$ cat src/rtl/rmd_pkg.sv
// constants for the remote i/o station map and switch decoder
package rmd_pkg;

  localparam int          NUM_SLOTS          = 8;
  localparam int          NUM_STATIONS       = 8;
  localparam int          SW_W               = 3;
  localparam int          WORD_W             = 32;

  // station masks, bit k is station k+1
  localparam logic [7:0]  OPP_STN_MASK       = 8'h38;
  localparam logic [7:0]  PIO_SMALL_MASK     = 8'hc3;
  localparam logic [7:0]  PIO_LARGE_MASK     = 8'hc7;

  // rotary switch setting ranges
  localparam logic [3:0]  DIR_SET_MAX        = 4'h7;
  localparam logic [3:0]  PIO_SMALL_SET_MIN  = 4'h2;
  localparam logic [3:0]  PIO_LARGE_SET_MIN  = 4'h3;
  localparam logic [3:0]  PIO_SET_MAX        = 4'h5;

  // device number map
  localparam logic [11:0] STATION_SPAN       = 12'h020;
  localparam logic [11:0] STATION_LAST_OFS   = 12'h01f;
  localparam logic [11:0] PANEL_CH_BASE      = 12'h200;
  localparam logic [11:0] DIRECT_DEV_MAX     = 12'h0ff;
  localparam logic [2:0]  PANEL_CH_LAST_STN  = 3'h5;

  // station 4 word layout
  localparam int          FEED_LSB           = 0;
  localparam int          FEED_GRAY_W        = 5;
  localparam int          FEED_PAR_BIT       = 5;
  localparam int          SPDL_LSB           = 6;
  localparam int          SPDL_W             = 5;
  localparam int          PROTECT_BIT        = 12;
  localparam logic [4:0]  FEED_MAX           = 5'h14;
  localparam logic [4:0]  FEED_RST           = 5'h00;
  localparam logic [2:0]  SPDL_RST           = 3'h0;
  // spindle codes, position 7 down to 0, bit 0 of each is the first input
  localparam logic [39:0] SPDL_CODES         = {5'h14, 5'h05, 5'h17, 5'h06, 5'h12, 5'h03, 5'h10, 5'h00};

  // main panel keys and lamps
  localparam int          KEY_COUNT          = 55;
  localparam int          STN6_KEY_W         = 23;

endpackage

$ cat src/rtl/rmd_switch_decoder.sv
// override switch and protection key decoder for the secondary panel station
`timescale 1ns/100ps
`default_nettype none

module rmd_switch_decoder
  import rmd_pkg::*;
(
  input  wire logic              clock_in,
  input  wire logic              sys_rst_in,
  input  wire logic              enable_in,
  input  wire logic [WORD_W-1:0] stn4_word_in,
  output logic      [4:0]        feed_ovr_out,
  output logic                   feed_bad_out,
  output logic      [2:0]        spdl_ovr_out,
  output logic                   spdl_bad_out,
  output logic                   protect_key_out
);

  logic [4:0] feed_reg,    feed_next;
  logic       feed_bad_reg, feed_bad_next;
  logic [2:0] spdl_reg,    spdl_next;
  logic       spdl_bad_reg, spdl_bad_next;
  logic       prot_reg,    prot_next;
  logic [4:0] gray;
  logic [4:0] bin;
  logic [4:0] spdl_code;
  logic       spdl_hit;

  ////////////////////////////////////////////////////////////////////////////
  always_comb begin
    gray      = stn4_word_in[FEED_LSB +: FEED_GRAY_W];
    spdl_code = stn4_word_in[SPDL_LSB +: SPDL_W];
    bin[4]    = gray[4];
    for (int i = 3; i >= 0; i--) begin
      bin[i] = bin[i+1] ^ gray[i];
    end
    spdl_hit  = 1'b0;
    spdl_next = spdl_reg;
    for (int p = 0; p < 8; p++) begin
      if (spdl_code == SPDL_CODES[p*5 +: 5]) begin
        spdl_hit  = 1'b1;
        spdl_next = p[2:0];
      end
    end
    feed_next     = feed_reg;
    feed_bad_next = feed_bad_reg;
    spdl_bad_next = spdl_bad_reg;
    prot_next     = prot_reg;
    if (enable_in) begin
      if (bin <= FEED_MAX && bin[0] == stn4_word_in[FEED_PAR_BIT]) begin
        feed_next     = bin;
        feed_bad_next = 1'b0;
      end else begin
        feed_bad_next = 1'b1;
      end
      spdl_bad_next = !spdl_hit;
      prot_next     = stn4_word_in[PROTECT_BIT];
    end else begin
      spdl_next = spdl_reg;
    end
  end

  always_ff @(posedge clock_in) begin
    if (sys_rst_in) begin
      feed_reg     <= FEED_RST;
      feed_bad_reg <= 1'b0;
      spdl_reg     <= SPDL_RST;
      spdl_bad_reg <= 1'b0;
      prot_reg     <= 1'b0;
    end else begin
      feed_reg     <= feed_next;
      feed_bad_reg <= feed_bad_next;
      spdl_reg     <= spdl_next;
      spdl_bad_reg <= spdl_bad_next;
      prot_reg     <= prot_next;
    end
  end

  assign feed_ovr_out    = feed_reg;
  assign feed_bad_out    = feed_bad_reg;
  assign spdl_ovr_out    = spdl_reg;
  assign spdl_bad_out    = spdl_bad_reg;
  assign protect_key_out = prot_reg;

endmodule // rmd_switch_decoder

`default_nettype wire

$ cat src/rtl/rmd_station_map.sv
// station allocator, device number map and operator panel decoder for the remote i/o link
`timescale 1ns/100ps
`default_nettype none

// Operation
// - a unit with one rotary switch takes one station and a two-switch unit takes two consecutive stations.
// - behind the panel i/o unit, that unit claims stations 1, 2, 7, 8 or 1, 2, 3, 7, 8, with 7 and 8 for handles.
// - small panel units allow stations 3 to 6 with settings 2 to 5, larger ones stations 4 to 6 with settings 3 to 5.
// - units overlapping the operator panel's stations on its channel are invalidated together with the operator panel, while the rest keep working.
// - each station maps to 32 inputs and 32 outputs at (n-1)*20 hex, plus 200 hex on the panel channel.
// - the operator panel uses stations 4 to 6, station 4 for its switches with 16 points vacant.
// - feed override is a 21-position reflected gray code on five bits plus the low binary bit.
// - spindle override is eight positions on five bits with one bit unused.
// - the protection key is one bit and the next three bits are spare.
// - the main panel gives 55 key bits and takes 55 lamp bits in stations 5 and 6.
// - the emergency stop is wired directly and never taken from a link word.
// - a direct channel spans device numbers 000 to 0ff only.
module rmd_station_map
  import rmd_pkg::*;
(
  input  wire logic                      clock_in,
  input  wire logic                      sys_rst_in,
  input  wire logic [NUM_SLOTS-1:0]      dir_unit_en_in,
  input  wire logic [NUM_SLOTS-1:0]      dir_unit_dual_in,
  input  wire logic [NUM_SLOTS*SW_W-1:0] dir_unit_sw_in,
  input  wire logic [NUM_SLOTS-1:0]      pnl_unit_en_in,
  input  wire logic [NUM_SLOTS-1:0]      pnl_unit_dual_in,
  input  wire logic [NUM_SLOTS*SW_W-1:0] pnl_unit_sw_in,
  input  wire logic                      pio_present_in,
  input  wire logic                      pio_large_in,
  input  wire logic                      opp_present_in,
  input  wire logic                      opp_on_panel_ch_in,
  input  wire logic [WORD_W-1:0]         stn4_word_in,
  input  wire logic [WORD_W-1:0]         stn5_word_in,
  input  wire logic [WORD_W-1:0]         stn6_word_in,
  input  wire logic                      estop_in,
  input  wire logic [KEY_COUNT-1:0]      lamp_in,
  input  wire logic [2:0]                map_station_in,
  input  wire logic                      map_panel_ch_in,
  output logic      [NUM_SLOTS-1:0]      dir_unit_ok_out,
  output logic      [NUM_SLOTS-1:0]      pnl_unit_ok_out,
  output logic                           opp_ok_out,
  output logic      [NUM_STATIONS-1:0]   dir_stn_fault_out,
  output logic      [NUM_STATIONS-1:0]   pnl_stn_fault_out,
  output logic                           cfg_fault_out,
  output logic      [11:0]               map_first_out,
  output logic      [11:0]               map_last_out,
  output logic                           map_valid_out,
  output logic      [KEY_COUNT-1:0]      keys_out,
  output logic      [WORD_W-1:0]         stn5_lamp_out,
  output logic      [WORD_W-1:0]         stn6_lamp_out,
  output logic      [4:0]                feed_ovr_out,
  output logic                           feed_bad_out,
  output logic      [2:0]                spdl_ovr_out,
  output logic                           spdl_bad_out,
  output logic                           protect_key_out,
  output logic                           estop_out
);

  localparam int CFG_W  = 2 * NUM_SLOTS * (2 + SW_W) + 4;
  localparam int SYNC_W = CFG_W + 3 * WORD_W + 1;

  ////////////////////////////////////////////////////////////////////////////
  // two flip-flop synchronisers for everything arriving from the pins except lamp_in, map_station_in and map_panel_ch_in

  logic [SYNC_W-1:0] sync_a_reg, sync_b_reg;

  always_ff @(posedge clock_in) begin
    if (sys_rst_in) begin
      sync_a_reg <= '0;
      sync_b_reg <= '0;
    end else begin
      sync_a_reg <= {dir_unit_en_in, dir_unit_dual_in, dir_unit_sw_in,
                     pnl_unit_en_in, pnl_unit_dual_in, pnl_unit_sw_in,
                     pio_present_in, pio_large_in, opp_present_in, opp_on_panel_ch_in,
                     stn4_word_in, stn5_word_in, stn6_word_in, estop_in};
      sync_b_reg <= sync_a_reg;
    end
  end

  logic [NUM_SLOTS-1:0]      s_dir_en, s_dir_dual, s_pnl_en, s_pnl_dual;
  logic [NUM_SLOTS*SW_W-1:0] s_dir_sw, s_pnl_sw;
  logic                      s_pio, s_pio_large, s_opp, s_opp_pnl, s_estop;
  logic [WORD_W-1:0]         s_stn4, s_stn5, s_stn6;

  assign {s_dir_en, s_dir_dual, s_dir_sw, s_pnl_en, s_pnl_dual, s_pnl_sw,
          s_pio, s_pio_large, s_opp, s_opp_pnl, s_stn4, s_stn5, s_stn6, s_estop} = sync_b_reg;

  ////////////////////////////////////////////////////////////////////////////
  // per-slot station claims and setting range checks

  logic [NUM_STATIONS-1:0] dir_mask [NUM_SLOTS];
  logic [NUM_STATIONS-1:0] pnl_mask [NUM_SLOTS];
  logic [NUM_SLOTS-1:0]    dir_range_ok, pnl_range_ok;
  logic [3:0]              pnl_set_min;

  assign pnl_set_min = s_pio_large ? PIO_LARGE_SET_MIN : PIO_SMALL_SET_MIN;

  generate
    for (genvar i = 0; i < NUM_SLOTS; i++) begin : g_slot
      logic [3:0] dir_first, dir_last, pnl_first, pnl_last;
      assign dir_first       = {1'b0, s_dir_sw[i*SW_W +: SW_W]};
      assign dir_last        = dir_first + {3'h0, s_dir_dual[i]};
      assign pnl_first       = {1'b0, s_pnl_sw[i*SW_W +: SW_W]};
      assign pnl_last        = pnl_first + {3'h0, s_pnl_dual[i]};
      assign dir_mask[i]     = s_dir_en[i] ?
                               ((8'h01 << dir_first[2:0]) | (s_dir_dual[i] ? (8'h02 << dir_first[2:0]) : 8'h00)) : 8'h00;
      assign pnl_mask[i]     = s_pnl_en[i] ?
                               ((8'h01 << pnl_first[2:0]) | (s_pnl_dual[i] ? (8'h02 << pnl_first[2:0]) : 8'h00)) : 8'h00;
      assign dir_range_ok[i] = dir_last <= DIR_SET_MAX;
      assign pnl_range_ok[i] = s_pio && pnl_first >= pnl_set_min && pnl_last <= PIO_SET_MAX;
    end
  endgenerate

  ////////////////////////////////////////////////////////////////////////////
  // overlap detection and unit validity

  logic [NUM_SLOTS-1:0]    dir_ok_reg, dir_ok_next, pnl_ok_reg, pnl_ok_next;
  logic                    opp_ok_reg, opp_ok_next, fault_reg, fault_next;
  logic [NUM_STATIONS-1:0] dir_fault_reg, dir_fault_next, pnl_fault_reg, pnl_fault_next;
  logic [NUM_STATIONS-1:0] dir_once, dir_twice, pnl_once, pnl_twice, pio_mask, opp_dir, opp_pnl;

  always_comb begin
    pio_mask  = s_pio ? (s_pio_large ? PIO_LARGE_MASK : PIO_SMALL_MASK) : 8'h00;
    opp_dir   = (s_opp && !s_opp_pnl) ? OPP_STN_MASK : 8'h00;
    opp_pnl   = (s_opp && s_opp_pnl) ? OPP_STN_MASK : 8'h00;
    dir_once  = opp_dir;
    dir_twice = 8'h00;
    pnl_once  = pio_mask | opp_pnl;
    pnl_twice = pio_mask & opp_pnl;
    for (int i = 0; i < NUM_SLOTS; i++) begin
      dir_twice = dir_twice | (dir_once & dir_mask[i]);
      dir_once  = dir_once | dir_mask[i];
      pnl_twice = pnl_twice | (pnl_once & pnl_mask[i]);
      pnl_once  = pnl_once | pnl_mask[i];
    end
    for (int i = 0; i < NUM_SLOTS; i++) begin
      dir_ok_next[i] = s_dir_en[i] && dir_range_ok[i] && !(|(dir_mask[i] & dir_twice));
      pnl_ok_next[i] = s_pnl_en[i] && pnl_range_ok[i] && !(|(pnl_mask[i] & pnl_twice));
    end
    opp_ok_next    = s_opp && !(|(OPP_STN_MASK & (s_opp_pnl ? pnl_twice : dir_twice)));
    dir_fault_next = dir_twice;
    pnl_fault_next = pnl_twice;
    fault_next     = |{dir_twice, pnl_twice};
  end

  always_ff @(posedge clock_in) begin
    if (sys_rst_in) begin
      dir_ok_reg    <= '0;
      pnl_ok_reg    <= '0;
      opp_ok_reg    <= 1'b0;
      dir_fault_reg <= '0;
      pnl_fault_reg <= '0;
      fault_reg     <= 1'b0;
    end else begin
      dir_ok_reg    <= dir_ok_next;
      pnl_ok_reg    <= pnl_ok_next;
      opp_ok_reg    <= opp_ok_next;
      dir_fault_reg <= dir_fault_next;
      pnl_fault_reg <= pnl_fault_next;
      fault_reg     <= fault_next;
    end
  end

  ////////////////////////////////////////////////////////////////////////////
  // station to device number map

  logic [11:0] first_reg, first_next, last_reg, last_next;
  logic        mvalid_reg, mvalid_next;

  always_comb begin
    first_next  = 12'(map_station_in * STATION_SPAN) + (map_panel_ch_in ? PANEL_CH_BASE : 12'h000);
    last_next   = first_next + STATION_LAST_OFS;
    mvalid_next = map_panel_ch_in ? (map_station_in <= PANEL_CH_LAST_STN)
                                  : (last_next <= DIRECT_DEV_MAX);
  end

  always_ff @(posedge clock_in) begin
    if (sys_rst_in) begin
      first_reg  <= 12'h000;
      last_reg   <= 12'h000;
      mvalid_reg <= 1'b0;
    end else begin
      first_reg  <= first_next;
      last_reg   <= last_next;
      mvalid_reg <= mvalid_next;
    end
  end

  ////////////////////////////////////////////////////////////////////////////
  // main panel keys and lamps, direct emergency stop

  logic [KEY_COUNT-1:0] keys_reg, keys_next;
  logic [WORD_W-1:0]    lamp5_reg, lamp5_next, lamp6_reg, lamp6_next;
  logic                 estop_reg, estop_next;

  always_comb begin
    keys_next  = '0;
    lamp5_next = '0;
    lamp6_next = '0;
    if (opp_ok_reg) begin
      keys_next  = {s_stn6[STN6_KEY_W-1:0], s_stn5};
      lamp5_next = lamp_in[WORD_W-1:0];
      lamp6_next = {{(WORD_W-STN6_KEY_W){1'b0}}, lamp_in[KEY_COUNT-1:WORD_W]};
    end
    estop_next = s_estop;
  end

  always_ff @(posedge clock_in) begin
    if (sys_rst_in) begin
      keys_reg  <= '0;
      lamp5_reg <= '0;
      lamp6_reg <= '0;
      estop_reg <= 1'b0;
    end else begin
      keys_reg  <= keys_next;
      lamp5_reg <= lamp5_next;
      lamp6_reg <= lamp6_next;
      estop_reg <= estop_next;
    end
  end

  ////////////////////////////////////////////////////////////////////////////
  // secondary panel switches, station 4 upper half vacant

  rmd_switch_decoder u_switch_decoder (
    .clock_in        (clock_in),
    .sys_rst_in      (sys_rst_in),
    .enable_in       (opp_ok_reg),
    .stn4_word_in    (s_stn4),
    .feed_ovr_out    (feed_ovr_out),
    .feed_bad_out    (feed_bad_out),
    .spdl_ovr_out    (spdl_ovr_out),
    .spdl_bad_out    (spdl_bad_out),
    .protect_key_out (protect_key_out)
  );

  assign dir_unit_ok_out   = dir_ok_reg;
  assign pnl_unit_ok_out   = pnl_ok_reg;
  assign opp_ok_out        = opp_ok_reg;
  assign dir_stn_fault_out = dir_fault_reg;
  assign pnl_stn_fault_out = pnl_fault_reg;
  assign cfg_fault_out     = fault_reg;
  assign map_first_out     = first_reg;
  assign map_last_out      = last_reg;
  assign map_valid_out     = mvalid_reg;
  assign keys_out          = keys_reg;
  assign stn5_lamp_out     = lamp5_reg;
  assign stn6_lamp_out     = lamp6_reg;
  assign estop_out         = estop_reg;

endmodule // rmd_station_map

`default_nettype wire

$ cat config.mk
export PLATFORM = sky130hd
export DESIGN_NAME = rmd_station_map
export DESIGN_NICKNAME = d
export VERILOG_FILES = /design/src/rtl/rmd_pkg.sv /design/src/rtl/rmd_switch_decoder.sv /design/src/rtl/rmd_station_map.sv
export SDC_FILE = /design/constraint.sdc
export NUM_CORES = 1
export LEC_CHECK = 0
export BUFFER_PORTS_ARGS = -buffer_cell sky130_fd_sc_hd__buf_4
export CAP_MARGIN = 20
export CORE_ASPECT_RATIO = 0.6
export CORE_MARGIN = 2
export CORE_UTILIZATION = 40
export CTS_BUF_LIST = sky130_fd_sc_hd__clkbuf_16
export DETAILED_ROUTE_END_ITERATION = 12
export SLEW_MARGIN = 10
export SYNTH_ARGS = -nofsm -noshare
export SYNTH_HDL_FRONTEND = slang
export SYNTH_SLANG_ARGS = --single-unit
$ cat constraint.sdc
create_clock -name clock_in -period 3.3 [get_ports clock_in]
set_input_delay 0.825 -clock clock_in [delete_from_list [all_inputs] [get_ports clock_in]]
set_output_delay 0.825 -clock clock_in [all_outputs]
set_load 0.02 [all_outputs]
==> flow_metrics.py, run 1 <==
metrics = {
    "detailed_routing": {
        "drt-total-wl_mm": 50.6,
        "vias": 13600,
        "drc": 0,
        "wire_per_inst_um": 18.3,
        "drt_iter0_drc": 966,
        "ant_nets": 0,
        "firstDrtPassIters": 6,
        "vias_per_cell": 4.91,
    },
    "worst_setup_path": {
        "start_kind": "flop",
        "crit_required_ns": 3.81,
        "cp_slowest_cell": "dfxtp_1",
        "cp_max_fo": 12,
        "cp-end-kind": "flop",
        "worstPathArrival_ns": 3.47,
        "slowest_delay_ns": 0.62,
        "crit_type": "flop to flop",
        "worstPathCellList": "nand3b_1, a21oi_1, maj3_1, o31a_1, o22ai_4, o22ai_1, nor4_1, buf_4",
    },
    "synthesis": {
        "muxShareOfSynthArea_pct": 0.286,
        "yosys.area_share.simple_pct": 28.2,
        "avgSynthCellArea_um2": 9.79,
        "synth-xor-area-share_pct": 0.451,
        "synth_compound_area_share_pct": 10.6,
        "syn_inst": 1784,
        "ys_types": 83,
        "synthArstFlopShare_pct": 0,
        "synth_top_family_by_area": "simple AND/OR/NAND/NOR gates",
        "synth_seq_area_share_pct": 53.4,
        "synthAdderAreaFrac_pct": 3.35,
        "synth_top_flop_cell": "dfxtp_1",
        "syn-cell-area_mm2": 0.0175,
        "netlist_top_cells_area": "dfxtp_1 (53%), nor2b_1 (12%), and2_1 (4.2%)",
        "yosysTopAreaCell": "dfxtp_1",
        "ys.warnings.count": 0,
        "synth-seq-cells": 466,
        "synth_edf_count": 0,
        "yosysTopAreaCellShare_pct": 53.4,
    },
    "power": {
        "peakVddDrop_uv": 426,
        "p_leak_uw": 0.00935,
        "internal-power_uw": 9080,
        "power.share.sequential_pct": 50.6,
        "switching_share_pct": 22.6,
        "combPwrFrac_pct": 6.2,
        "p_switching_uw": 2660,
        "powerDensity_mw_per_mm2": 525,
        "p_clk_share_pct": 43.2,
    },
    "final_layout": {
        "nets": 2426,
        "post-route-util_pct": 51.8,
        "final_common_cell": "dfxtp_1",
        "fillerInstances": 4043,
        "layout-drive-gt1-share_pct": 23.1,
        "register_area_mm2": 0.00933,
        "area_growth_pct": 28.0,
        "multi_input_area_mm2": 0.00756,
        "final_cell_mix": "dfxtp_1 (466), buf_4 (409), nor2b_1 (331), and2_1 (117), nor2_1 (91)",
    },
    "grt": {
        "gr-total-overflow": 0,
        "antenna_found_initial": 6,
        "grt_pass1_wl_mm": 75.4,
        "grt_start_max_net_pins": 157,
        "grt_usage_pct": 21.7,
        "grt_pass1_vias": 12700,
    },
    "floorplanning": {
        "core_area_mm2": 0.0432,
        "rows": 59,
        "die_area_mm2": 0.0454,
        "die_w_um": 274,
        "io_pins": 432,
        "initial_core_util_pct": 40.5,
        "die-height_um": 166,
    },
    "place": {
        "gp_congestion": 0.996,
        "io_buffers": 382,
        "dp_hpwl_mm": 38.2,
    },
    "min_path": {
        "worstHoldPathType": "flop to flop",
    },
    "timing": {
        "timing.fmax_ghz": 0.339,
        "finalCritPeriodShare_pct": 89.5,
        "hold_viol": 0,
        "setup_viol": 0,
        "setup_tns_ns": 0,
        "slew_headroom_pct": 38.8,
        "fin_worst_skew_ns": 0.0216,
        "worst_pin_slew_ns": 0.906,
        "min_period_ns": 2.95,
        "rsz0062_at_grt": "false",
        "slew_viol_final": 0,
    },
    "clock_network": {
        "hold_buffers": 0,
        "clockBufferDepth": 3,
        "cts.sinks": 466,
        "h-tree-depth": 2,
        "cts_setup_buffers": 0,
        "clk_pin_slew_ns": 0.07,
        "post_cts_resize_count": 0,
        "root_buffer": "clkbuf_16",
        "clkLatencyLatePin_ns": 0.57,
        "cts_tree": "yes",
        "cts_inserted_buffers": 43,
    },
    "status": {
        "status": "finished, final reports clean",
    },
    "run": {
        "cap_violations": 0,
    },
}
==> worst max-delay path: cells and delay by family, from the launching register on <==
family / cells / cell delay, ns
fa+ha+maj: 1 / 0.40
compound gates: 4 / 1.00
flops: 1 / 0.62
simple gates: 2 / 0.70
buf+inv: 1 / 0.19
==> synthesized netlist by cell type, types with 24 or more instances <==
| cell | count |
|---|---|
| a21oi_1 | 52 |
| and2_1 | 117 |
| buf_4 | 29 |
| clkbuf_1 | 71 |
| dfxtp_1 | 466 |
| ha_1 | 33 |
| inv_1 | 31 |
| nand2_1 | 78 |
| nand2b_1 | 36 |
| nand3_1 | 25 |
| nor2_1 | 91 |
| nor2b_1 | 332 |
| nor3_1 | 35 |
| o21ai_0 | 30 |
| o21ai_1 | 24 |
==> cell families after synthesis <==
group                    after synthesis
AND/OR/NAND/NOR                      842
buffers and inverters                143
other                                  1
multiplexers                           5
AO/OA/AOI/OAI                        268
flip-flops                           466
XOR/XNOR                               9
adder cells (fa/ha/maj)               50
==> cell type report <==
cell class | instances | area share (%)
timing repair buffer | 414 | 14.2
clock buffer | 43 | 4.81
tap | 579 | 3.24
antenna | 2 | 0.0224
clock inverter | 36 | 1.67
multi-input combinational | 1194 | 33.8
sequential | 466 | 41.7
inverter | 32 | 0.537
==> power by group through the flow <==
stage | clock network [uW] | registers [uW] | logic, uW
floorplan | 0 | 6030 | 416
global placement | 0 | 6060 | 716
detailed placement | 0 | 6070 | 726
CTS | 5240 | 5940 | 729
global route | 5470 | 5960 | 796
finish | 5070 | 5940 | 724
==> per-layer routing <==
metal  share of wire, %  track usage (%)  vias to the layer above  routed length (um)
li1                   -                -                     6718                   -
met1                 46             30.8                     6308               23100
met4                1.6             4.63                        8                 797
met5               0.12                0                        -                  60
met2                 41             30.6                      481               20700
met3                 12             8.82                       68                5910
==> path summary, 6_finish.rpt <==
kind | cells past startpoint | endpoint | start | slack (ns)
worst max-delay path | 8 | pnl_unit_ok_out[1] | sync_b_reg[117] | 0.35
worst min-delay path | 1 | keys_out[21] | sync_b_reg[54] | 0.42
worst max register to register | 8 | pnl_unit_ok_out[1] | sync_b_reg[117] | 0.35
worst min register to register | 1 | keys_out[21] | sync_b_reg[54] | 0.42
==> through the flow <==
stage	std cells	power, uW	hold slack [ns]	setup WS (ns)	instance area [um^2]
after floorplan	1803	6450	0.406	0.832	17500
after global placement	2685	6780	0.408	0.421	20900
after detailed placement	2685	6790	0.411	0.413	20900
after CTS	2764	11900	0.425	0.371	22400
after global routing	2765	12200	0.427	0.100	22400
final	2766	11700	0.419	0.348	22400
(Power assumes the default switching activity.)
==> run 2, diff against run 1 <==
PLACE_DENSITY = 0.62   (was not set)
==> run 2 against run 1 <==
Core utilization down 0.064 points. Count of clock-buffer cells in the layout unchanged. Cell area fell by 0.12%. Hold slack got worse by 0.00057 ns. Die area did not move. First-iteration DRC count is 8.4% higher.
==> flow_metrics.py, run 2 (same netlist as run 1, synthesis figures left out) <==
metrics = {
    "status": {
        "status": "finished, final reports clean",
    },
    "floorplanning": {
        "die_area_mm2": 0.0454,
        "initial_core_util_pct": 40.5,
        "rows": 59,
        "io_pins": 432,
        "die_w_um": 274,
        "core_area_mm2": 0.0432,
        "die-height_um": 166,
    },
    "clock_network": {
        "cts_setup_buffers": 0,
        "clkLatencyLatePin_ns": 0.57,
        "cts_tree": "yes",
        "root_buffer": "clkbuf_16",
        "h-tree-depth": 2,
        "clk_pin_slew_ns": 0.07,
        "cts_inserted_buffers": 43,
        "cts.sinks": 466,
        "post_cts_resize_count": 0,
        "clockBufferDepth": 3,
        "hold_buffers": 0,
    },
    "grt": {
        "grt_start_max_net_pins": 160,
        "grt_pass1_vias": 12800,
        "grt_usage_pct": 21.9,
        "grt_pass1_wl_mm": 76.1,
        "gr-total-overflow": 0,
        "antenna_found_initial": 3,
    },
    "final_layout": {
        "nets": 2428,
        "finalInstanceArea_mm2": 0.0223,
        "area_growth_pct": 27.8,
        "antenna_cells": 0,
        "layout-drive-gt1-share_pct": 23.2,
        "fillerInstances": 4017,
        "final_common_cell": "dfxtp_1",
        "final_cell_mix": "dfxtp_1 (466), buf_4 (412), nor2b_1 (331), and2_1 (117), nor2_1 (91)",
    },
    "timing": {
        "timing.fmax_ghz": 0.346,
        "setup_viol": 0,
        "finalCritPeriodShare_pct": 87.6,
        "slew_headroom_pct": 38.0,
        "rsz0062_at_grt": "false",
        "fin_worst_skew_ns": 0.0256,
        "worst_pin_slew_ns": 0.917,
        "slew_viol_final": 0,
        "min_period_ns": 2.89,
        "setup_tns_ns": 0,
        "hold_viol": 0,
    },
    "detailed_routing": {
        "drt-total-wl_mm": 51.0,
        "vias_per_cell": 4.90,
        "firstDrtPassIters": 6,
        "ant_nets": 0,
        "drc": 0,
        "vias": 13600,
        "wire_per_inst_um": 18.4,
        "drt_iter0_drc": 1047,
    },
    "worst_setup_path": {
        "crit_required_ns": 3.77,
        "start_kind": "flop",
        "cp-end-kind": "flop",
        "regToRegStartpoint": "sync_b_reg[142]",
        "cp_max_fo": 11,
        "r2r-end": "dir_unit_ok_out[5]",
        "reg2reg_slack_ns": 0.41,
        "crit_type": "flop to flop",
        "worstPathArrival_ns": 3.36,
        "r2r_cells": 7,
    },
    "power": {
        "internal-power_uw": 8940,
        "peakVddDrop_uv": 380,
        "p_switching_uw": 2690,
        "power.share.sequential_pct": 51.0,
        "p_leak_uw": 0.00935,
        "switching_share_pct": 23.1,
        "p_clk_share_pct": 42.7,
        "combPwrFrac_pct": 6.3,
        "powerDensity_mw_per_mm2": 521,
    },
    "place": {
        "placed_cell_area_mm2": 0.0209,
        "io_buffers": 382,
        "dp_hpwl_mm": 39.1,
        "gp_congestion": 0.944,
    },
    "min_path": {
        "min_to": "keys_out[35]",
        "min-delay-start": "sync_b_reg[4]",
        "worstHoldPathType": "flop to flop",
        "holdPathStages": 1,
    },
    "run": {
        "cap_violations": 0,
    },
}
-- run 2: cell types whose count changed in the layout (fill, tap and decap cells not counted), sizes merged --
cell	delta
buf	+2
bufinv	-2
clkinv	+1
clkinvlp	-1
diode	-2
inv	+3
-- run 2: layout make-up --
class                           instances  area [um^2]  share of cell area (%)
Clock buffer                           43         1080                    4.82
Clock inverter                         37          348                    1.56
Inverter                               32          120                   0.538
Multi-Input combinational cell       1194         7560                    33.9
Sequential cell                       466         9330                    41.8
Tap cell                              579          724                    3.24
Timing Repair Buffer                  416         3170                    14.2
-- run 2: worst max-delay path: stages (launching register included) --
cell and delay [ns]:
dfxtp_1 0.52, nor4b_1 0.18, maj3_1 0.36, o21ai_0 0.34, nand2_1 0.37, a221o_1 0.43
a221o_1 0.30, a2111oi_2 0.29
-- run 2: routing by layer --
| metal | part of all wire (%) | track usage (%) |
|---|---|---|
| met5 | 0.053 | 0 |
| met2 | 40 | 30.5 |
| met1 | 48 | 32.0 |
| met3 | 10 | 8.36 |
| met4 | 1.3 | 4.32 |
-- run 2: worst max-delay path by stage --
stage | startpoint | to | slack, ns | cells after the start
final | sync_b_reg[142] | dir_unit_ok_out[5] | 0.41 | 7
after global placement | sync_b_reg[147] | dir_unit_ok_out[5] | 0.51 | 7
after detailed placement | sync_b_reg[147] | dir_unit_ok_out[5] | 0.42 | 7
after CTS | sync_b_reg[147] | dir_unit_ok_out[5] | 0.39 | 7
after floorplan | sync_b_reg[105] | cfg_fault_out | 0.83 | 8
after global routing | sync_b_reg[147] | dir_unit_ok_out[5] | 0.14 | 7
-- run 2: power by group through the flow --
stage	registers, uW	logic (uW)	clock network, uW
6_report	5940	729	4970
5_1_grt	5960	800	5360
4_1_cts	5930	735	5130
3_5_place_dp	6060	731	0
3_3_place_gp	6060	723	0
2_1_floorplan	6030	416	0
-- run 2: per-stage QoR --
step / total power, uW / utilization, % / instances / hold slack, ns / setup WS, ns
after floorplan: 6450 / - / 1803 / 0.406 / 0.832
after global placement: 6780 / 48.4 / 2687 / 0.408 / 0.508
after detailed placement: 6790 / 48.4 / 2687 / 0.411 / 0.415
after CTS: 11800 / 51.7 / 2767 / 0.416 / 0.389
after global routing: 12100 / 51.7 / 2767 / 0.424 / 0.142
final: 11600 / 51.7 / 2767 / 0.418 / 0.408
